`config.mk`:
```
export PLATFORM = sky130hd
export DESIGN_NAME = fpgac_ctrl
export DESIGN_NICKNAME = d
export VERILOG_FILES = /design/src/fpgac_pkg.sv /design/src/fpgac_ctrl.sv
export SDC_FILE = /design/constraint.sdc
export NUM_CORES = 1
export LEC_CHECK = 0
export BUFFER_PORTS_ARGS = -buffer_cell sky130_fd_sc_hd__buf_2
export CAP_MARGIN = 10
export CORE_MARGIN = 10
export CORE_UTILIZATION = 25
export DETAILED_ROUTE_END_ITERATION = 8
export GPL_TIMING_DRIVEN = 0
export PLACE_DENSITY = 0.5
export SETUP_SLACK_MARGIN = 0.05
export SLEW_MARGIN = 20
export SYNTH_ARGS = -nofsm -noshare
export SYNTH_HDL_FRONTEND = slang
export SYNTH_SLANG_ARGS = --single-unit
```
`constraint.sdc`:
```
create_clock -name ref_clk_i -period 6.95 [get_ports ref_clk_i]
set_clock_uncertainty 0.1 [all_clocks]
set_input_delay 0.3475 -clock ref_clk_i [delete_from_list [all_inputs] [get_ports ref_clk_i]]
set_output_delay 0.3475 -clock ref_clk_i [all_outputs]
set_load 0.005 [all_outputs]
```
`src/fpgac_pkg.sv`:
```
package fpgac_pkg;
    // Gate count and clock
    localparam int unsigned NGATE    = 9;
    localparam int unsigned CLK_NS   = 50;
    // Pulse sequence delay (least) and fuse pulse width (least), in ns
    localparam int unsigned T_D_NS   = 10000;
    localparam int unsigned T_P_NS   = 300000;
    localparam int unsigned TD_CYC   = (T_D_NS + CLK_NS - 1) / CLK_NS;
    localparam int unsigned TP_CYC   = (T_P_NS + CLK_NS - 1) / CLK_NS;
    localparam int unsigned TMR_W    = 16;
    // Register offsets
    localparam logic [3:0] A_CTRL    = 4'h0;
    localparam logic [3:0] A_POLMASK = 4'h4;
    localparam logic [3:0] A_STATUS  = 4'h8;
    localparam logic [3:0] A_RESULT  = 4'hC;
    // Control and status bit positions
    localparam int unsigned B_PROG   = 0;
    localparam int unsigned B_VERIFY = 1;
    localparam int unsigned B_BUSY   = 0;
    localparam int unsigned B_DONE   = 1;
    localparam int unsigned B_FAIL   = 2;
    // Sequencer states, one-hot
    typedef enum logic [8:0] {
        S_IDLE    = 9'h001,
        S_SETUP   = 9'h002,
        S_RAISE   = 9'h004,
        S_FORCE   = 9'h008,
        S_PULSE   = 9'h010,
        S_HOLD    = 9'h020,
        S_UNFORCE = 9'h040,
        S_VERIFY  = 9'h080,
        S_SAMPLE  = 9'h100
    } fpgac_state_t;
    // Pin drive bundle toward the array
    typedef struct packed {
        logic             vcc_prog;   // Supply at program level
        logic             ce_n;       // Chip enable, high = disabled
        logic             ce_vix;     // Chip enable at program-enable level
        logic             in_dis;     // All inputs held at disable level
        logic [NGATE-1:0] output_force_level; // Force one output
    } fpgac_pins_t;
endpackage

```
`src/fpgac_ctrl.sv`:
```
`timescale 1ns/1ps
// Function
// - program polarities first, one at a time
// - ordered supply, force, pulse, release, restore steps
// - verify with inputs disabled, then enable
// - leave unused output polarity links alone
// - leave all links of unused gates intact
module fpgac_ctrl #(
    parameter int unsigned TP = fpgac_pkg::TP_CYC,  // Fuse pulse cycles
    parameter int unsigned TD = fpgac_pkg::TD_CYC   // Sequence delay cycles
) (
    // Clock and reset
    input  wire logic                     ref_clk_i,
    input  wire logic                     resetn_i,
    // Software register port
    input  wire logic [3:0]               addr_i,
    input  wire logic [31:0]              wdata_i,
    input  wire logic                     wr_i,
    input  wire logic                     rd_i,
    output logic      [31:0]              rdata_o,
    // Array pins
    input  wire logic [fpgac_pkg::NGATE-1:0] gate_function_output_i,
    output fpgac_pkg::fpgac_pins_t        pins_o
);
    localparam int unsigned N = fpgac_pkg::NGATE;
    localparam logic [fpgac_pkg::TMR_W-1:0] TD_L = TD[fpgac_pkg::TMR_W-1:0];
    localparam logic [fpgac_pkg::TMR_W-1:0] TP_L = TP[fpgac_pkg::TMR_W-1:0];
    localparam logic [fpgac_pkg::TMR_W-1:0] T_ONE = 16'h0001;

    fpgac_pkg::fpgac_state_t      st_r, st_nxt;      // Sequencer state
    logic [fpgac_pkg::TMR_W-1:0]  tmr_r, tmr_nxt;    // Step timer
    logic [N-1:0]                 mask_r;            // Outputs to make active high
    logic [N-1:0]                 pend_r, pend_nxt;  // Outputs still to program
    logic [N-1:0]                 job_r;             // Snapshot of this run
    logic [N-1:0]                 result_r;          // Last sensed outputs
    logic                         prog_r;            // Run includes fusing
    logic                         done_r, fail_r;    // Sticky run status
    logic [N-1:0]                 s1_r, s2_r, s3_r;  // Output sense synchroniser
    logic [N-1:0]                 sense_r;           // Debounced sense
    fpgac_pkg::fpgac_pins_t       pins_r;            // Registered pin drive

    // Decode of the register port
    wire          busy     = (st_r != fpgac_pkg::S_IDLE);
    wire          wr_ctrl  = wr_i && (addr_i == fpgac_pkg::A_CTRL);
    wire          wr_mask  = wr_i && (addr_i == fpgac_pkg::A_POLMASK);
    wire          go_prog  = wr_ctrl && wdata_i[fpgac_pkg::B_PROG] && !busy;
    wire          go_ver   = wr_ctrl && wdata_i[fpgac_pkg::B_VERIFY] && !busy;
    wire          tmr_zero = (tmr_r == '0);
    // Lowest pending output, so only one is fused at a time
    wire [N-1:0]  cur      = pend_r & (~pend_r + T_ONE[N-1:0]);
    wire          last     = ((pend_r & ~cur) == '0);
    wire [31:0]   rd_mux   =
        (addr_i == fpgac_pkg::A_CTRL)    ? {31'h0, busy} :
        (addr_i == fpgac_pkg::A_POLMASK) ? {{(32-N){1'b0}}, mask_r} :
        (addr_i == fpgac_pkg::A_STATUS)  ? {29'h0, fail_r, done_r, busy} :
        (addr_i == fpgac_pkg::A_RESULT)  ? {{(32-N){1'b0}}, result_r} : 32'h0;

    // Next state and step timer
    always_comb begin
        st_nxt   = st_r;
        tmr_nxt  = tmr_zero ? tmr_r : tmr_r - T_ONE;
        pend_nxt = pend_r;
        case (st_r)
            fpgac_pkg::S_IDLE: begin
                if (go_prog || go_ver) begin
                    st_nxt  = fpgac_pkg::S_SETUP;
                    tmr_nxt = TD_L;
                end
            end
            fpgac_pkg::S_SETUP: begin
                // Verify only, or nothing to fuse: go straight to sensing
                if (tmr_zero) begin
                    st_nxt  = (prog_r && pend_r != '0) ? fpgac_pkg::S_RAISE
                                                       : fpgac_pkg::S_VERIFY;
                    tmr_nxt = TD_L;
                end
            end
            fpgac_pkg::S_RAISE: begin
                if (tmr_zero) begin
                    st_nxt  = fpgac_pkg::S_FORCE;
                    tmr_nxt = TD_L;
                end
            end
            fpgac_pkg::S_FORCE: begin
                if (tmr_zero) begin
                    st_nxt  = fpgac_pkg::S_PULSE;
                    tmr_nxt = TP_L;
                end
            end
            fpgac_pkg::S_PULSE: begin
                if (tmr_zero) begin
                    st_nxt  = fpgac_pkg::S_HOLD;
                    tmr_nxt = TD_L;
                end
            end
            fpgac_pkg::S_HOLD: begin
                if (tmr_zero) begin
                    st_nxt  = fpgac_pkg::S_UNFORCE;
                    tmr_nxt = TD_L;
                end
            end
            fpgac_pkg::S_UNFORCE: begin
                if (tmr_zero) begin
                    st_nxt   = fpgac_pkg::S_VERIFY;
                    tmr_nxt  = TD_L;
                    pend_nxt = last ? '0 : pend_r & ~cur;
                end
            end
            fpgac_pkg::S_VERIFY: begin
                // Enable waits a full delay so sensing settles
                if (tmr_zero) begin
                    st_nxt = fpgac_pkg::S_SAMPLE;
                end
            end
            fpgac_pkg::S_SAMPLE: begin
                if (prog_r && pend_r != '0) begin
                    st_nxt  = fpgac_pkg::S_SETUP;
                    tmr_nxt = TD_L;
                end else begin
                    st_nxt  = fpgac_pkg::S_IDLE;
                end
            end
            default: begin
                st_nxt = fpgac_pkg::S_IDLE;
            end
        endcase
    end

    // Sequencer registers
    always_ff @(posedge ref_clk_i) begin
        if (!resetn_i) begin
            st_r   <= fpgac_pkg::S_IDLE;
            tmr_r  <= '0;
            pend_r <= '0;
            job_r  <= '0;
            prog_r <= 1'b0;
        end else begin
            st_r   <= st_nxt;
            tmr_r  <= tmr_nxt;
            pend_r <= go_prog ? mask_r : pend_nxt;
            job_r  <= go_prog ? mask_r : (go_ver ? '0 : job_r);
            prog_r <= go_prog ? 1'b1 : (go_ver ? 1'b0 : prog_r);
        end
    end

    // Pin drive: every pin decided per state, registered
    always_ff @(posedge ref_clk_i) begin
        if (!resetn_i) begin
            pins_r <= '{vcc_prog: 1'b0, ce_n: 1'b1, ce_vix: 1'b0, in_dis: 1'b0,
                        output_force_level: '0};
        end else begin
            pins_r.vcc_prog <= (st_nxt == fpgac_pkg::S_RAISE) ||
                               (st_nxt == fpgac_pkg::S_FORCE) ||
                               (st_nxt == fpgac_pkg::S_PULSE) ||
                               (st_nxt == fpgac_pkg::S_HOLD)  ||
                               (st_nxt == fpgac_pkg::S_UNFORCE);
            pins_r.ce_n     <= !((st_nxt == fpgac_pkg::S_VERIFY) ||
                                 (st_nxt == fpgac_pkg::S_SAMPLE));
            pins_r.ce_vix   <= (st_nxt == fpgac_pkg::S_PULSE);
            pins_r.in_dis   <= (st_nxt != fpgac_pkg::S_IDLE);
            pins_r.output_force_level <=
                ((st_nxt == fpgac_pkg::S_FORCE) || (st_nxt == fpgac_pkg::S_PULSE) ||
                 (st_nxt == fpgac_pkg::S_HOLD)) ? cur : '0;
        end
    end

    // Three-stage sense, change taken once stages two and three agree
    always_ff @(posedge ref_clk_i) begin
        if (!resetn_i) begin
            s1_r    <= '0;
            s2_r    <= '0;
            s3_r    <= '0;
            sense_r <= '0;
        end else begin
            s1_r    <= gate_function_output_i;
            s2_r    <= s1_r;
            s3_r    <= s2_r;
            sense_r <= (s2_r == s3_r) ? s3_r : sense_r;
        end
    end

    // Software registers; failure if a fused output still reads low
    always_ff @(posedge ref_clk_i) begin
        if (!resetn_i) begin
            mask_r   <= '0;
            result_r <= '0;
            done_r   <= 1'b0;
            fail_r   <= 1'b0;
            rdata_o  <= '0;
        end else begin
            mask_r  <= wr_mask ? wdata_i[N-1:0] : mask_r;
            rdata_o <= rd_i ? rd_mux : 32'h0;
            if (st_r == fpgac_pkg::S_SAMPLE) begin
                result_r <= sense_r;
                // Only outputs already fused are judged; later ones still read low
                fail_r   <= fail_r || ((job_r & ~pend_r & ~sense_r) != '0);
                done_r   <= !(prog_r && pend_r != '0);
            end else if (go_prog || go_ver) begin
                done_r <= 1'b0;
                fail_r <= 1'b0;
            end
        end
    end

    assign pins_o = pins_r;

    // Helper: length of the current fuse pulse
    logic [fpgac_pkg::TMR_W-1:0] plen_r;
    always_ff @(posedge ref_clk_i) begin
        if (!resetn_i) begin
            plen_r <= '0;
        end else begin
            plen_r <= pins_r.ce_vix ? plen_r + T_ONE : '0;
        end
    end

    AST_ONE_FORCE: assert property (@(posedge ref_clk_i) disable iff (!resetn_i)
        $onehot0(pins_r.output_force_level))
        else $error("more than one output forced");
    AST_FORCE_IN_JOB: assert property (@(posedge ref_clk_i) disable iff (!resetn_i)
        (pins_r.output_force_level & ~job_r) == '0)
        else $error("output outside polarity mask forced");
    AST_PULSE_SETUP: assert property (@(posedge ref_clk_i) disable iff (!resetn_i)
        pins_r.ce_vix |-> pins_r.vcc_prog && pins_r.in_dis && pins_r.ce_n
                          && (pins_r.output_force_level != '0))
        else $error("fuse pulse without supply, force or disabled inputs");
    AST_PULSE_LEN: assert property (@(posedge ref_clk_i) disable iff (!resetn_i)
        $fell(pins_r.ce_vix) |-> plen_r == TP_L + T_ONE)
        else $error("fuse pulse width wrong");
    AST_FORCE_HOLD: assert property (@(posedge ref_clk_i) disable iff (!resetn_i)
        $fell(pins_r.ce_vix) |-> (pins_r.output_force_level != '0) [*2])
        else $error("force removed too soon after pulse");
    AST_VERIFY_PINS: assert property (@(posedge ref_clk_i) disable iff (!resetn_i)
        !pins_r.ce_n |-> pins_r.in_dis && !pins_r.vcc_prog
                         && (pins_r.output_force_level == '0))
        else $error("verify enable with wrong pin state");
    AST_NO_UNUSED: assert property (@(posedge ref_clk_i) disable iff (!resetn_i)
        (st_r == fpgac_pkg::S_IDLE) |-> (pins_r.output_force_level == '0) && !pins_r.vcc_prog)
        else $error("links touched while idle");
endmodule

```
# Word level (Yosys, flattened, before mapping)
# Index checks and enable logic that the tools add are counted.
[totals] out_inout_bits=45 word_cells=120 ff_bits=145 in_bits=49
[op_classes] add_sub_neg=2 bitwise=9 muxes=32 n_reduce_logical=34 eq_ne=22
[op_table] operator="2-to-1 mux 9 bit" count=17
[op_table] operator="case mux 9 bit (9 select lines)" count=1
[op_table] operator="2-to-1 mux 16 bit" count=5
[op_table] operator="case mux 16 bit (4 select lines)" count=1
[op_table] operator="bitwise AND 9 bit" count=4
[op_table] operator="NOT 9 bit" count=3
[op_table] operator="equality test 9 x 3 -> 1 bit (second input constant)" count=2
[op_table] operator="equality test 9 x 4 -> 1 bit (second input constant)" count=2
[op_table] operator="equality test 9 x 5 -> 1 bit (second input constant)" count=2
[op_table] operator="equality test 9 x 6 -> 1 bit (second input constant)" count=2
[op_table] operator="equality test 9 x 7 -> 1 bit (second input constant)" count=2
[op_table] operator="equality test 9 x 8 -> 1 bit (second input constant)" count=2
[op_table] operator="equality test 9 bit (second input constant)" count=2
[op_table] operator="inequality test 9 x 1 -> 1 bit (second input constant)" count=2
[op_table] operator="nonzero test 9 bit" count=2
[op_table] operator="zero test 16 bit" count=1
[op_table] operator="subtractor 16 x 1 -> 16 bit (second input constant)" count=1
[op_table] operator="OR reduction 5 bit" count=2
[op_table] operator="adder 9 x 1 -> 9 bit (second input constant)" count=1
[op_table] operator="equality test 9 x 1 -> 1 bit (second input constant)" count=1
[op_table] operator="equality test 9 x 2 -> 1 bit (second input constant)" count=1
[op_table] operator="equality test 9 bit" count=1
[op_table] operator="zero test 9 bit" count=1
[op_table] operator="logical OR 1 bit" count=9
[op_table] operator="other kinds (12)" count=32

# Depth between registers and ports, before layout
[depth] word_depth=12 mapped_depth=11 ltp_nobuf=9

# Worst setup path before layout
# No wires, ideal clock.
[synth_timing] kind="register to register" start="register tmr_r[8] (netlist bit)" end="register tmr_r[0] (netlist bit)" setup_slack_ns=4.468 stages_incl_launch_ff=10 path_buffers=2 setup_time_ns=0.070 period_less_slack_ns=2.482 required_time_ns=6.780 arrival_time_ns=2.312 cell_sequence="dfxtp_1 or4_4 or3_1 buf_6 nor2_4 inv_2 buf_2 ha_1 o21bai_1 a21oi_1"
[synth_via] elab_chain_cells=4 word_cells_on_any_way=7
[synth_lines] item="start: declaration" line_no="fpgac_ctrl.sv:31" rtl="logic [fpgac_pkg::TMR_W-1:0] tmr_r, tmr_nxt;"
[synth_lines] item="start signal: assignment" line_no="fpgac_ctrl.sv:139" rtl="tmr_r <= tmr_nxt;"
[synth_lines] item="zero test 16 bit *" line_no="fpgac_ctrl.sv:48" rtl="wire tmr_zero = (tmr_r == '0);"
[synth_lines] item="2-to-1 mux 16 bit" line_no="fpgac_ctrl.sv:61" rtl="tmr_nxt = tmr_zero ? tmr_r : tmr_r - T_ONE;"
[synth_lines] item="2-to-1 mux 16 bit, on equally long branches"
[synth_lines] item="case mux 16 bit (4 select lines) *" line_no="fpgac_ctrl.sv:63" rtl="case (st_r)"
# Mark *: on every way between the ends. The rest lies on a longest branch, timed or not.
# A chain may end at the register's enable or synchronous reset.

# Worst setup path in the final report
[layout_timing] start="register st_r[4]" end="register tmr_r[1] (netlist bit)"
[layout_via] elab_chain_cells=6 word_cells_on_any_way=16
[layout_lines] item="start: declaration" line_no="fpgac_ctrl.sv:30" rtl="fpgac_pkg::fpgac_state_t st_r, st_nxt;"
[layout_lines] item="start signal: assignment" line_no="fpgac_ctrl.sv:132" rtl="st_r <= fpgac_pkg::S_IDLE;"
[layout_lines] item="start signal: assignment" line_no="fpgac_ctrl.sv:138" rtl="st_r <= st_nxt;"
[layout_lines] item="inequality test 9 x 1 -> 1 bit" line_no="fpgac_ctrl.sv:43" rtl="wire busy = (st_r != fpgac_pkg::S_IDLE);"
[layout_lines] item="zero test 1 bit" line_no="fpgac_ctrl.sv:46, fpgac_ctrl.sv:47"
[layout_lines] item="logical AND 1 bit, on equally long branches" line_no="fpgac_ctrl.sv:46, fpgac_ctrl.sv:47"
[layout_lines] item="logical OR 1 bit" line_no="fpgac_ctrl.sv:65" rtl="if (go_prog || go_ver) begin"
[layout_lines] item="2-to-1 mux 16 bit" line_no="fpgac_ctrl.sv:65"
[layout_lines] item="case mux 16 bit (4 select lines) *" line_no="fpgac_ctrl.sv:63"
# Marked as above.

==> summary by stage <==
Route
The detailed router finished its first iteration with 222 violations. The post-route antenna net violation count is 0. In the final routed layout, each cell accounts on average for 13.78 um.

Across all layers, the routed design uses 3947 vias. The post-detailed-routing wire length is 12680 um. Using the TritonRoute via totals, the vias-per-cell ratio works out to 4.290. The first TritonRoute pass finished after 4 iterations.

The number of remaining DRC errors is 0.

Clocking
The number of setup buffers added after CTS is 0. The total of cells resized after clock tree synthesis is 0. The library cell used as clock root buffer is sky130_fd_sc_hd__clkbuf_16. The later pin in the worst-skew pair is clocked with a latency of 0.42 ns. Clock-pin slew was measured on the worst setup and hold paths at 0.06 ns. The clock tree synthesis step divided the H-tree into 4 levels. TritonCTS created 17 clock buffers.

TritonCTS built the clock tree. The count of clock tree sinks is 122. The total of hold buffers inserted after clock tree synthesis is 0. In this run the deepest clock path goes through 2 buffers.

STA
Setup violations remaining at the end of the flow were counted as 0. For the final routed database, the setup TNS stands at 0 ns. The count of final max-slew check failures is 0. The final hold slack is 0.03207 ns. The final critical delay including setup and external delays is 3.018 ns. Setup repair after global routing left no endpoint under its margin. The final worst-path cycle share is 43.43%.

The slew at the pin closest to its max-slew limit is 0.9419 ns. The worst relative slew slack is 36.63%. The final number of hold-violating endpoints is 0.

The upper clock frequency limit is 331.3 MHz.

Power
For this design the total switching power over the nets is 0.5379 mW. The worst IR drop on VDD is 0.1713 mV. The total power is 1.979 mW. Of the total power, the share spent switching nets is 27.18%.

In this run the static leakage power is 2.566 nW. The power per standard cell area is 315.8 nW/um2. The clock network fraction of total power is 46.1%. The share of total power in sequential cells is 38.6%.

The internal portion of the total power is 1.441 mW. The power share of the combinational group is 15.3%.

Die
Row generation in the floorplan step produced 51 rows. For this configuration, the core starts out at a cell density of 25.57%. The overall die area is 26100 um2. From bottom edge to top edge, the die measures 161.6 um. After floorplanning, the core was sized to cover 19590 um2. The die outline width is 161.6 um. The number of top-level design ports is 94.

Logic synthesis
sky130_fd_sc_hd__dfxtp_1 takes more of the synthesized area than any other cell. The top flip-flop cell by instance count after synthesis is sky130_fd_sc_hd__dfxtp_1. The yosys synthesis warning count is 0.

After Yosys synthesis, and, or, nand and nor cells account for 23.75% of the synthesized area. The share of the Yosys chip area taken by registers is 48.75%. Of the total synthesized cell area, the portion taken by XOR and XNOR cells is 4.371%. Summing the areas of all fa, ha and maj instances in the mapped netlist gives 0.4995% of the synthesized area. After technology mapping, the gate count stands at 554.

The mux share of post-synthesis cell area is 5.644%. The mean post-synth cell area is 9.043 um2. The synthesized-area fraction occupied by ao, oa, aoi and oai cells is 10.51%.

By area the synthesized netlist is led by sky130_fd_sc_hd__dfxtp_1 49%, sky130_fd_sc_hd__nor2_1 5.2%, sky130_fd_sc_hd__mux2i_1 5.2%. Of all flip-flops after synthesis, the portion carrying an async set or reset was 0%. By area, the combinational part of the netlist is dominated by simple AND/OR/NAND/NOR gates. The area of the mapped netlist is 5010 um2. After synthesis, the largest area contributor takes up 48.75% of total cell area. The number of synthesized register bits is 122. The count of flip-flops with a built-in enable after synthesis is 0.

The post-synthesis cell type count is 56.

Global routing
Global routing used 15.92% of the available met2 tracks. Entering global routing, the biggest net connects 17 pins. The global-route wire length before repair is 20540 um. The number of antenna violations at the first check in global routing is 0. The total routing usage reported by global routing is 9.920%. The number of global-route vias before repair was 3826. The total grt overflow is 0. For this run, global-route usage on met3 was measured as 3.127%. The met1 routing resource usage after global routing is 12.24%.

The most used routing layer is met2.

Setup path
For flop-to-flop paths, the worst setup slack is 3.93 ns. Traced cell by cell, the critical path runs through clkbuf_1 -> nor4_1 -> nand3_1 -> o22ai_1 -> o21ai_1 -> a211oi_1. The largest fanout of any net on the critical path is 10. The count of cells along the worst register-to-register path is 6.

On the worst path, the slowest cell contributes a delay of 0.86 ns. The critical path is of the reg -> reg type. Among all stages on the critical path, the largest delay is contributed by sky130_fd_sc_hd__nor4_1. The data required time at the worst endpoint is 7.19 ns. STA classifies the critical path startpoint as a register. For the worst setup path, the data arrival time is 3.26 ns. The capturing element type of the critical path is a register.

Hold path
The worst hold path was traced through 2 stages. In this run the worst hold path is classified as in -> reg.

Job
The max-cap violation count is 0.

Cells and area
The register with the most flip-flops in the layout has 16 of them. The multi-input combinational cells in the finished layout cover a total of 2330 um2. The layout filler cell count is 2091.

The post-route netlist has 17.86% of its cells at a drive strength greater than 1. The synthesis-to-layout area growth is 25.10%. In the layout the commonest cells are 122 x sky130_fd_sc_hd__dfxtp_1, 70 x sky130_fd_sc_hd__nor2_1, 48 x sky130_fd_sc_hd__buf_2. tmr_r holds more flip-flops than any other register.

The number of inserted diodes is 0. The sequential standard cell area is 2442 um2. The final layout contains 693 nets. The leading cell type in the layout, fill and taps excluded is sky130_fd_sc_hd__dfxtp_1.

Placement
The wire-length estimate of the detail-placed layout is 9495 um. The weighted congestion reported at the end of routability-driven placement is 0.8293. Buffers placed on the I/O ports in this run total 47.

Run status
The run finished with clean final reports.
power groups by stage:
stage	clock [mW]	combinational (mW)	sequential (mW)
after floorplan	0	0.240	0.772
after global placement	0	0.302	0.778
after detailed placement	0	0.303	0.778
after CTS	0.934	0.304	0.764
after global routing	0.968	0.344	0.769
final	0.913	0.302	0.764
final timing paths:
kind | start | to
hold reg to reg | s1_r[5] | s2_r[5]
hold / removal | gate_function_output_i[4] | s1_r[4]
setup reg to reg | st_r[4] | tmr_r[1]
setup / recovery | st_r[4] | tmr_r[1]
synthesized netlist by cell type (all sizes together) (13+ instances only):
cell and instances:
xor2 13, dfxtp 122, clkbuf 20, mux2i 26
buf 30, and2 30, a21oi 46, o21ai 16
nand3 14, nand2 45, nor2 71
kinds of logic after synthesis:
kind of cell,count (synthesis)
AND/OR/NAND/NOR,232
flip-flops,122
AO/OA/AOI/OAI,86
buffers and inverters,58
multiplexers,28
XOR/XNOR,25
adder cells (fa/ha/maj),2
other,1
metal layers:
layer | vias to the layer above | part of all wire [%]
li1 | 2043 | -
met1 | 1814 | 48
met2 | 79 | 47
met3 | 11 | 4.7
met4 | 0 | 0.88
met5 | - | 0
per-stage QoR:
stage	setup WS, ns	utilization, %	area [um2]	instances
floorplan	4.468	-	5092	576
global placement	4.004	28.89	5659	888
detailed placement	4.042	28.89	5659	888
CTS	4.010	31.99	6267	920
global route	3.783	31.99	6267	920
finish	3.932	31.99	6267	920
area by class of cell:
| cell class | instances | area share, % |
|---|---|---|
| tap | 265 | 5.290 |
| clock buffer | 20 | 7.127 |
| clock inverter | 12 | 2.575 |
| timing repair buffer | 47 | 3.753 |
| inverter | 8 | 0.4791 |
| sequential | 122 | 38.97 |
| multi-input combinational | 396 | 37.17 |
| buffer | 50 | 4.632 |
worst max-delay path, delay by kind of cell, from the launching register on:
kind / cells / cell delay (ns)
AOI/OAI and AO/OA: 3 / 1.11
buffers and inverters: 1 / 0.22
DFF: 1 / 0.31
and+or+nand+nor: 2 / 1.19
(Power assumes the default switching activity.)
